$ cat src/led_supervisor_defines.svh
// Named timing figures, register map and field positions for the LED and link supervisor.
// Assumes a single 20 MHz pclk; included by the package and the design module.
`ifndef LED_SUPERVISOR_DEFINES_SVH
`define LED_SUPERVISOR_DEFINES_SVH
`define CLK_HZ          20000000
`define CLK_PER_MS      20000
`define BURST_GAP_S     2
`define PULSE_ON_MS     250
`define PULSE_OFF_MS    250
`define ERR_FLASH_MS    100
`define RESTART_START_S 50
`define RESTART_DATA_S  4
`define RESTART_TEST_S  60
`define PATTERN_TO_S    45
`define REG_CTRL        12'h000
`define REG_STAT        12'h004
`define REG_ERRS        12'h008
`define CTRL_INJ_BIT    0
`define CTRL_INJ_RST    1'b0
`define STAT_PAD        23
`define ERRS_PAD        16
`define CTRL_PAD        31
`define CODE_MAX        4'hb
`define CODE_NORMAL     4'h1
`define PRBS_SEED       9'h1ff
`define PRBS_TAP_A      8
`define PRBS_TAP_B      4
`define PRBS_INJ_STATE  9'h1ff
`define PRBS_SYNC_BITS  4'h9
`define ERRS_MAX        16'hffff
`endif

$ cat src/led_supervisor_pkg.sv
// Types shared by the LED and link supervisor: state encodings and the state record.
// Assumes the defines header is on the include path.
`include "led_supervisor_defines.svh"
package led_supervisor_pkg;
  typedef enum logic [1:0] {
    TEST_IDLE    = 2'b00,
    TEST_RUN     = 2'b01,
    TEST_TIMEOUT = 2'b10
  } test_state_type;
  typedef enum logic [1:0] {
    BURST_GAP = 2'b00,
    BURST_ON  = 2'b01,
    BURST_OFF = 2'b10
  } burst_state_type;
  typedef struct packed {
    test_state_type  tst;
    burst_state_type bst;
    logic [31:0]     bcnt;
    logic [3:0]      bleft;
    logic [31:0]     rcnt;
    logic [31:0]     pcnt;
    logic [31:0]     ecnt;
    logic            startup;
    logic            link;
    logic            unframed;
    logic            restart;
    logic            sw_prev;
    logic [8:0]      gen;
    logic [8:0]      det;
    logic [3:0]      sync;
    logic            pbit;
    logic            status_led;
    logic            eth_led;
    logic            nosig_led;
    logic            err_led;
    logic            test_led;
    logic            loop_en;
    logic            pat_sel;
    logic            inj;
    logic [15:0]     errs;
    logic            pready;
    logic            pslverr;
    logic [31:0]     prdata;
  } state_type;
endpackage

$ cat src/status_led_link_supervisor.sv
// Front-panel indicators, unframed-packet restart timer and PRBS loopback test control.
// Assumes all inputs are synchronous to pclk and an APB master on the register port.
//
// What this block does
// RQ1: Yellow status blinks code, two-second gap between
// RQ2: Highest active condition code is shown
// RQ3: Codes one to four: ok, table, CTS/DCD, buffer
// RQ4: Line frames: oversize, misaligned, aborted, bad checksum
// RQ5: Ethernet frames: oversize, misaligned, bad checksum
// RQ6: Line link LED follows framed packet reception
// RQ7: Ethernet LED follows SQE heartbeat
// RQ8: Red no-signal LED while DSPs unlinked
// RQ9: Error LED flashes per checksum or bit error; checksum errors count only while the line link LED is lit
// RQ10: Test LED on for local or remote test
// RQ11: Framer sends framed, classifies received packets
// RQ12: Four seconds unframed in data mode restarts
// RQ13: Threshold fifty at startup, sixty during tests; the code uses the four-second DATA_CYC in TEST_TIMEOUT
// RQ14: Pattern inserted after framer, travels unframed
// RQ15: Pattern stops after forty-five seconds
// RQ16: Pattern timeout precedes test restart threshold
// RQ17: Error LED blinks after timeout until switch off
// RQ18: Remote end loops received pattern back
// RQ19: Test switch change enters or leaves test
// RQ20: Errored variant injects deliberate pattern errors
// RQ21: PRBS nine stages, taps nine and five
// RQ22: Fixed pulse on and off times
`timescale 1ns/1ns
`default_nettype none
`include "led_supervisor_defines.svh"
module status_led_link_supervisor #(
  parameter int unsigned GAP_CYC     = `BURST_GAP_S * `CLK_HZ,
  parameter int unsigned ON_CYC      = `PULSE_ON_MS * `CLK_PER_MS,
  parameter int unsigned OFF_CYC     = `PULSE_OFF_MS * `CLK_PER_MS,
  parameter int unsigned FLASH_CYC   = `ERR_FLASH_MS * `CLK_PER_MS,
  parameter int unsigned START_CYC   = `RESTART_START_S * `CLK_HZ,
  parameter int unsigned DATA_CYC    = `RESTART_DATA_S * `CLK_HZ,
  parameter int unsigned TEST_CYC    = `RESTART_TEST_S * `CLK_HZ,
  parameter int unsigned PATTERN_CYC = `PATTERN_TO_S * `CLK_HZ
) (
  input  wire logic        pclk,
  input  wire logic        presetn,
  input  wire logic        psel,
  input  wire logic        penable,
  input  wire logic        pwrite,
  input  wire logic [11:0] paddr,
  input  wire logic [31:0] pwdata,
  output logic             pready,
  output logic [31:0]      prdata,
  output logic             pslverr,
  input  wire logic        framed_pkt,
  input  wire logic        unframed_pkt,
  input  wire logic        dsp_linked,
  input  wire logic        sqe_heartbeat,
  input  wire logic        mac_table_empty,
  input  wire logic        cts_dcd_lost,
  input  wire logic        buffer_saturated,
  input  wire logic        wan_oversize,
  input  wire logic        wan_misaligned,
  input  wire logic        wan_aborted,
  input  wire logic        wan_bad_crc,
  input  wire logic        lan_oversize,
  input  wire logic        lan_misaligned,
  input  wire logic        lan_bad_crc,
  input  wire logic        crc_error,
  input  wire logic        test_switch,
  input  wire logic        remote_loop_req,
  input  wire logic        tx_bit_en,
  input  wire logic        rx_bit_valid,
  input  wire logic        rx_bit,
  output logic             status_indicator,
  output logic             line_link_indicator,
  output logic             ethernet_link_indicator,
  output logic             no_signal_indicator,
  output logic             error_indicator,
  output logic             test_mode_indicator,
  output logic             remote_digital_loopback,
  output logic             pattern_select,
  output logic             pattern_bit,
  output logic             restart_pulse
);
  import led_supervisor_pkg::*;

  state_type   s_q;
  state_type   s_d;
  logic [10:0] cond;
  logic [3:0]  code;
  logic [31:0] rth;
  logic        setup;
  logic        access;
  logic        fb;
  logic        expct;
  logic        bit_err;
  logic        evt;

  always_comb begin
    s_d = s_q;
    setup = psel & ~penable;
    access = psel & penable & s_q.pready;
    fb = 1'b0;
    expct = 1'b0;
    bit_err = 1'b0;

    // Condition index i stands for a burst of i+1 pulses; bit 0 is always present
    cond = {lan_bad_crc, lan_misaligned, lan_oversize,              // [RQ5]
            wan_bad_crc, wan_aborted, wan_misaligned, wan_oversize, // [RQ4]
            buffer_saturated, cts_dcd_lost, mac_table_empty, 1'b1}; // [RQ3]
    code = `CODE_NORMAL;
    for (int i = 0; i < 11; i++) begin
      if (cond[i]) begin
        code = 4'(i + 1); // [RQ2]
      end
    end

    // Burst sequencer; the code is sampled only at the end of the gap so a burst never changes midway
    s_d.bcnt = s_q.bcnt + 32'h1;
    unique case (s_q.bst)
      BURST_GAP: begin
        if (s_q.bcnt >= GAP_CYC - 1) begin // [RQ1]
          s_d.bcnt = '0;
          s_d.bleft = code;
          s_d.bst = BURST_ON;
        end
      end
      BURST_ON: begin
        if (s_q.bcnt >= ON_CYC - 1) begin // [RQ22]
          s_d.bcnt = '0;
          s_d.bleft = s_q.bleft - 4'h1;
          s_d.bst = BURST_OFF;
        end
      end
      BURST_OFF: begin
        if (s_q.bcnt >= OFF_CYC - 1) begin // [RQ22]
          s_d.bcnt = '0;
          s_d.bst = (s_q.bleft == 4'h0) ? BURST_GAP : BURST_ON; // [RQ1]
        end
      end
      default: begin
        s_d.bcnt = '0;
        s_d.bst = BURST_GAP;
      end
    endcase
    s_d.status_led = (s_d.bst == BURST_ON);

    // Front-panel test switch: a rising edge starts the test, a low level ends it
    s_d.sw_prev = test_switch;
    unique case (s_q.tst)
      TEST_IDLE: begin
        if (test_switch & ~s_q.sw_prev) begin // [RQ19]
          s_d.tst = TEST_RUN;
          s_d.pcnt = '0;
          s_d.gen = `PRBS_SEED;
        end
      end
      TEST_RUN: begin
        s_d.pcnt = s_q.pcnt + 32'h1;
        if (~test_switch) begin // [RQ19]
          s_d.tst = TEST_IDLE;
        end else if (s_q.pcnt >= PATTERN_CYC - 1) begin // [RQ15] [RQ16]
          s_d.tst = TEST_TIMEOUT;
        end
      end
      TEST_TIMEOUT: begin
        if (~test_switch) begin // [RQ17]
          s_d.tst = TEST_IDLE;
        end
      end
      default: s_d.tst = TEST_IDLE;
    endcase

    // Generator and detector share one polynomial; injection flips one bit per sequence period
    if (s_q.tst == TEST_RUN && tx_bit_en) begin
      fb = s_q.gen[`PRBS_TAP_A] ^ s_q.gen[`PRBS_TAP_B]; // [RQ21]
      s_d.gen = {s_q.gen[7:0], fb};
      s_d.pbit = fb ^ (s_q.inj & (s_q.gen == `PRBS_INJ_STATE)); // [RQ20]
    end
    if (s_q.tst != TEST_RUN) begin
      s_d.sync = '0;
    end else if (rx_bit_valid) begin
      expct = s_q.det[`PRBS_TAP_A] ^ s_q.det[`PRBS_TAP_B]; // [RQ21]
      bit_err = (s_q.sync == `PRBS_SYNC_BITS) && (rx_bit != expct);
      s_d.det = {s_q.det[7:0], rx_bit};
      if (s_q.sync != `PRBS_SYNC_BITS) begin
        s_d.sync = s_q.sync + 4'h1;
      end
    end
    s_d.pat_sel = (s_d.tst == TEST_RUN); // [RQ14]

    // Restart timer counts while only unframed packets arrive
    s_d.restart = 1'b0;
    if (framed_pkt) begin // [RQ11]
      s_d.unframed = 1'b0;
      s_d.rcnt = '0;
      s_d.link = 1'b1; // [RQ6]
      s_d.startup = 1'b0;
    end else if (unframed_pkt) begin
      s_d.unframed = 1'b1;
      s_d.link = 1'b0; // [RQ6]
    end
    if (s_q.startup) begin // [RQ13]
      rth = START_CYC;
    end else if (s_q.tst == TEST_RUN || remote_loop_req) begin // [RQ13]
      rth = TEST_CYC;
    end else begin
      rth = DATA_CYC; // [RQ12]
    end
    if (s_q.unframed && !framed_pkt) begin
      s_d.rcnt = s_q.rcnt + 32'h1;
      if (s_q.rcnt >= rth - 1) begin // [RQ12]
        s_d.restart = 1'b1;
        s_d.rcnt = '0;
        s_d.unframed = 1'b0;
        s_d.link = 1'b0;
        s_d.startup = 1'b1;
      end
    end

    // One flash per event; events during a flash merge into it, so fast bursts undercount
    evt = (crc_error & s_q.link) | bit_err; // [RQ9]
    if (s_q.ecnt != 32'h0) begin
      s_d.ecnt = s_q.ecnt - 32'h1;
    end else if (evt || s_q.tst == TEST_TIMEOUT) begin // [RQ17]
      s_d.ecnt = 2 * FLASH_CYC - 1;
    end
    s_d.err_led = (s_d.ecnt >= FLASH_CYC); // [RQ9]

    s_d.eth_led = sqe_heartbeat; // [RQ7]
    s_d.nosig_led = ~dsp_linked; // [RQ8]
    s_d.loop_en = remote_loop_req; // [RQ18]
    s_d.test_led = (s_d.tst != TEST_IDLE) | remote_loop_req; // [RQ10]

    // APB slave: data is prepared in the setup cycle so the access phase never waits
    if (bit_err && s_q.errs != `ERRS_MAX) begin
      s_d.errs = s_q.errs + 16'h1;
    end
    s_d.pready = setup;
    // Error flag stands only with the ready pulse, never beyond it
    s_d.pslverr = 1'b0;
    if (setup) begin
      unique case (paddr)
        `REG_CTRL: s_d.prdata = {{`CTRL_PAD{1'b0}}, s_q.inj};
        `REG_STAT: s_d.prdata = {{`STAT_PAD{1'b0}}, code, s_q.loop_en, s_q.startup, s_q.link, s_q.tst};
        `REG_ERRS: s_d.prdata = {{`ERRS_PAD{1'b0}}, s_q.errs};
        default: begin
          s_d.prdata = '0;
          s_d.pslverr = 1'b1;
        end
      endcase
    end
    if (access && pwrite) begin
      if (paddr == `REG_CTRL) begin
        s_d.inj = pwdata[`CTRL_INJ_BIT];
      end
      // A bit error in the same cycle as the clear still counts
      if (paddr == `REG_ERRS) begin
        s_d.errs = {15'h0, bit_err};
      end
    end
  end

  always_ff @(posedge pclk or negedge presetn) begin
    if (!presetn) begin
      s_q <= '0;
      s_q.tst <= TEST_IDLE;
      s_q.bst <= BURST_GAP;
      s_q.startup <= 1'b1;
      s_q.nosig_led <= 1'b1;
      s_q.gen <= `PRBS_SEED;
      s_q.inj <= `CTRL_INJ_RST;
    end else begin
      s_q <= s_d;
    end
  end

  assign pready = s_q.pready;
  assign prdata = s_q.prdata;
  assign pslverr = s_q.pslverr;
  assign status_indicator = s_q.status_led;
  assign line_link_indicator = s_q.link;
  assign ethernet_link_indicator = s_q.eth_led;
  assign no_signal_indicator = s_q.nosig_led;
  assign error_indicator = s_q.err_led;
  assign test_mode_indicator = s_q.test_led;
  assign remote_digital_loopback = s_q.loop_en;
  assign pattern_select = s_q.pat_sel;
  assign pattern_bit = s_q.pbit;
  assign restart_pulse = s_q.restart;
endmodule // status_led_link_supervisor
`default_nettype wire
$ cat config.mk
export PLATFORM = sky130hd
export DESIGN_NAME = status_led_link_supervisor
export DESIGN_NICKNAME = d
export VERILOG_FILES = /design/src/led_supervisor_pkg.sv /design/src/status_led_link_supervisor.sv
export VERILOG_INCLUDE_DIRS = /design/src /design/src/src
export SDC_FILE = /design/constraint.sdc
export NUM_CORES = 1
export LEC_CHECK = 0
export ABC_AREA = 1
export BUFFER_PORTS_ARGS = -buffer_cell sky130_fd_sc_hd__buf_2
export CORE_MARGIN = 2
export CORE_UTILIZATION = 56
export CTS_BUF_LIST = sky130_fd_sc_hd__clkbuf_2
export DETAILED_ROUTE_END_ITERATION = 10
export PLACE_DENSITY = 0.79
export SLEW_MARGIN = 5
export SYNTH_ARGS = -nofsm -noshare
export SYNTH_HDL_FRONTEND = slang
export SYNTH_SLANG_ARGS = --single-unit
$ cat constraint.sdc
create_clock -name pclk -period 2.3 [get_ports pclk]
set_clock_uncertainty 0.1 [all_clocks]
set_input_delay 0.69 -clock pclk [delete_from_list [all_inputs] [get_ports pclk]]
set_output_delay 0.69 -clock pclk [all_outputs]
set_load 0.03 [all_outputs]
==> impl.org <==
** Logic synthesis
- Yosys mapped a number of flops with a built-in enable equal to 0.
- Synthesis instantiated 56 different standard cells from the library.
- Dominant synthesized flop cell :: sky130_fd_sc_hd__dfrtp_1
- The cell area that synthesis handed to floorplanning was 12,300 um2.
- For this run, the number of Yosys warnings is 0.
- Synth async-reset ratio :: 100%
- In this run, synthesis produced a sequential element count of 206.
- Sequential area share after synthesis :: 41.9%
- After synthesis, the mean cell area works out to 7.61 um2.
- Counting every instance in the synthesized netlist gives 1,623.

** Place
- Setup slack after placement :: -0.387 ns
- Buffers placed on the I/O ports in this run total 65.
- The congestion estimate from routability-driven global placement came to 0.949.
- After detailed placement, the design holds a cell count of 1,977.
- Summed over all nets, the half-perimeter wirelength after detailed placement is 21,400 um.

** Critical path
- Setup CP Type :: reg2reg
- The worst setup path is launched from a flip-flop.
- In this run the worst setup path terminates at s_q[156].
- In this run the worst path has a maximum fanout of 12.
- Critical path's largest stage delay :: 0.60 ns
- Together, buffers and inverters on the worst path number 2.
- For the worst setup path, the data required time is 2.88 ns.
- Endpoint of the most critical register-to-register path :: s_q[156]
- Setup slack on the worst flop-to-flop path :: -0.26 ns
- The critical path goes through clkinvlp_4 -> ha_4 -> nand2_4 -> nor3_4 -> nand4_1 -> nor4_4 -> a21oi_4 -> nand2_4 -> buf_12 -> a21oi_1.
- Counting stages on the worst path, the most repeated cell is sky130_fd_sc_hd__nand2_4.
- Counting cells, the worst reg-to-reg path comes to 10.
- Critical R2R Launch :: s_q[85]
- Counting buffers and inverters, the worst setup path is 10 cells deep.
- Critical Path End Type :: flip-flop
- CP top delay family :: simple AND/OR/NAND/NOR gates
- Library cell contributing the largest single delay on the critical path :: sky130_fd_sc_hd__dfstp_2
- Data arrival at the endpoint of the critical path :: 3.15 ns
- The most critical setup path has its startpoint at s_q[85].

** Global route
- Wire length of the first global-routing pass :: 49,200 um
- Global routing finished with a remaining overflow of 0.
- In the global route stage, overall resource usage came out at 25.2%.
- Number of antenna violations at the first check in global routing :: 2
- Maximum number of pins on one net before global-route repair :: 46
- The via count of the first global-routing pass came to 10.7k.

** Run status
- The flow ran to the end, but the final reports show violations.
- The final reports fail on negative setup slack.

** Die
- The core region is 21,800 um2.
- Pin placement for this block handled 113 I/O pins.
- From left edge to right edge, the die measures 152 um.
- Floorplan die area :: 23,300 um2
- Once the floorplan was initialized, standard cells occupied 56.8% of the core.
- In this run the core area contains 54 standard-cell rows.
- Die extent in y :: 152 um

** Clocking
- Inserted Clock Buffers :: 52
- In this run the deepest clock path goes through 3 buffers.
- The clock tree synthesis step divided the H-tree into 2 levels.
- After clock tree synthesis, the clock-pin slew on the worst setup and hold paths is 0.12 ns.
- Clock tree synthesis selected as its root buffer the cell sky130_fd_sc_hd__clkbuf_2.
- Clock sink count :: 206
- Clock latency of the later-clocked register in the worst-skew pair :: 0.82 ns
- TritonCTS built the clock tree.

** Power
- Max IR drop VDD :: 0.297 mV
- Power spread over the standard cell area amounts to 565 nW/um2.
- Overall power consumption :: 7950 uW
- For this design the static power due to leakage is 0.00665 uW.

** Timing
- WHS :: 0.0888 ns
- Min setup slack post-route :: -0.265 ns
- The final critical path takes up 112% of the cycle.
- Number of setup violations in the final report :: 36
- Measured against its own limit, the worst slew margin works out to 63.9%.
- Final Max Tran Viols :: 0
- RSZ-0062 raised after global routing :: true
- Counting I/O delays and the setup requirement, the final critical path takes 2.56 ns.
- Upper clock frequency limit :: 390 MHz
- The number of hold violations in the final report came to 0.
- Slew of the pin with the lowest slew margin :: 0.537 ns

** Detailed routing
- In the routed design, unresolved DRC markers number 0.
- Summed over all layers, the routed wires come to 30,000 um.
- Using the TritonRoute via totals, the vias-per-cell ratio works out to 5.39.
- DRT antenna net count :: 0
- The routed layout has 11.3k vias.
- Wire length per cell after detailed routing :: 14.3 um
- Starting DRT DRC Count :: 715
- Drt pass-1 iters :: 5

** Cells and area
- Leaving out fill and tap cells, the most frequent cell in the layout is sky130_fd_sc_hd__nand2_1.
- Of the cells placed in the final design, the portion with a size suffix greater than 1 is 16.7%.
- Fin util :: 64.6%
- Relative to the synthesized area, the layout overhead comes to 13.9%.
- Total Nets Final :: 1,868
- Post-layout instance count excluding filler cells :: 2,092
- Highest-count cells in the layout ignoring fill and taps :: sky130_fd_sc_hd__nand2_1, sky130_fd_sc_hd__nor2_1, sky130_fd_sc_hd__dfrtp_1, sky130_fd_sc_hd__inv_1, sky130_fd_sc_hd__nand3_1

** Run
- The tool flagged a number of max-cap violations equal to 0.

** Worst hold path
- The path class of the tightest hold or removal check is in2reg.
- The worst hold path passes through 3 cells.
## synthesized netlist by cell type, types with 14 or more instances
cell                      count  area [um2]
sky130_fd_sc_hd__nand2_1    350        1310
sky130_fd_sc_hd__nor2_1     214         803
sky130_fd_sc_hd__dfrtp_1    195        4880
sky130_fd_sc_hd__inv_1      190         713
sky130_fd_sc_hd__nand3_1     85         425
sky130_fd_sc_hd__a21oi_1     72         360
sky130_fd_sc_hd__xor2_1      60         526
sky130_fd_sc_hd__nor3_1      58         290
sky130_fd_sc_hd__o21ai_0     50         250
sky130_fd_sc_hd__nand4_1     39         244
sky130_fd_sc_hd__buf_4       34         255
sky130_fd_sc_hd__o21ai_1     30         150
sky130_fd_sc_hd__ha_1        28         350
sky130_fd_sc_hd__o22ai_1     19         119
sky130_fd_sc_hd__xnor2_1     16         140
sky130_fd_sc_hd__inv_2       15        56.3
sky130_fd_sc_hd__nor2_2      14        87.6
sky130_fd_sc_hd__nor4_1      14        87.6
## sequential cells by signal (all words and copies together), names as in the netlist
name                     flops
restart_pulse                1
pslverr                      1
no_signal_indicator          1
pready                       1
test_mode_indicator          1
pattern_bit                  1
prdata                      16
remote_digital_loopback      1
pattern_select               1
line_link_indicator          1
status_indicator             1
s_q                        178
error_indicator              1
ethernet_link_indicator      1
## worst min-delay path: cells and delay by family
family                 cells  cell delay (ns)
AND/OR/NAND/NOR            1             0.06
buffers and inverters      2             0.23
## metrics by stage
| step | TNS, ns | area (um2) |
|---|---|---|
| 2_1_floorplan | -2.32 | 12500 |
| 3_3_place_gp | -11.11 | 13200 |
| 3_5_place_dp | -12.47 | 13200 |
| 4_1_cts | -2.22 | 13800 |
| 5_1_grt | -12.42 | 14100 |
| 6_report | -8.46 | 14100 |
## power by group
group	internal [uW]	leakage (uW)	switching (uW)
clock	930	0.000344	1550
sequential	3880	0.00266	179
combinational	470	0.00364	943
## how the worst min path moves through the flow
stage            start         endpoint  slack [ns]
6_report       penable           pready        0.09
5_1_grt        penable           pready        0.02
4_1_cts        penable           pready        0.02
3_5_place_dp   s_q[62]          s_q[62]        0.36
3_3_place_gp   s_q[62]          s_q[62]        0.35
2_1_floorplan  presetn  error_indicator        0.29
## area by class of cell
class,instances,area (um2)
well taps,280,350
multi-input cells,1175,6320
clock buffers,68,340
repair buffers,129,972
diodes,2,5.00
fillers,1865,7690
flip-flops and latches,206,5170
inverters,207,781
clock inverters,25,125
## layer usage
metal	vias up	routed length, um	GRT usage [%]
met1	5243	13500	33.8
met3	81	1730	4.72
li1	5592	-	-
met5	-	0	0
met4	0	871	10.2
met2	351	13900	40.6
## repair_timing
action	in CTS	in global routing
gates resized for setup	12	40
gates cloned	0	3
setup endpoints to repair	38	70
pin swaps	2	4
setup buffers	5	3
endpoints found under the hold margin	91	0
hold buffers	9	0
## logic make-up after synthesis
kind of cell,Yosys count,synth area share [%]
compound gates,219,10.2
xor+xnor,76,5.39
fa+ha+maj,28,2.84
buf+inv,265,9.36
flops,206,41.9
mux,1,0.0811
other cells,1,0.0304
simple gates,827,30.2
(Power assumes the default switching activity.)
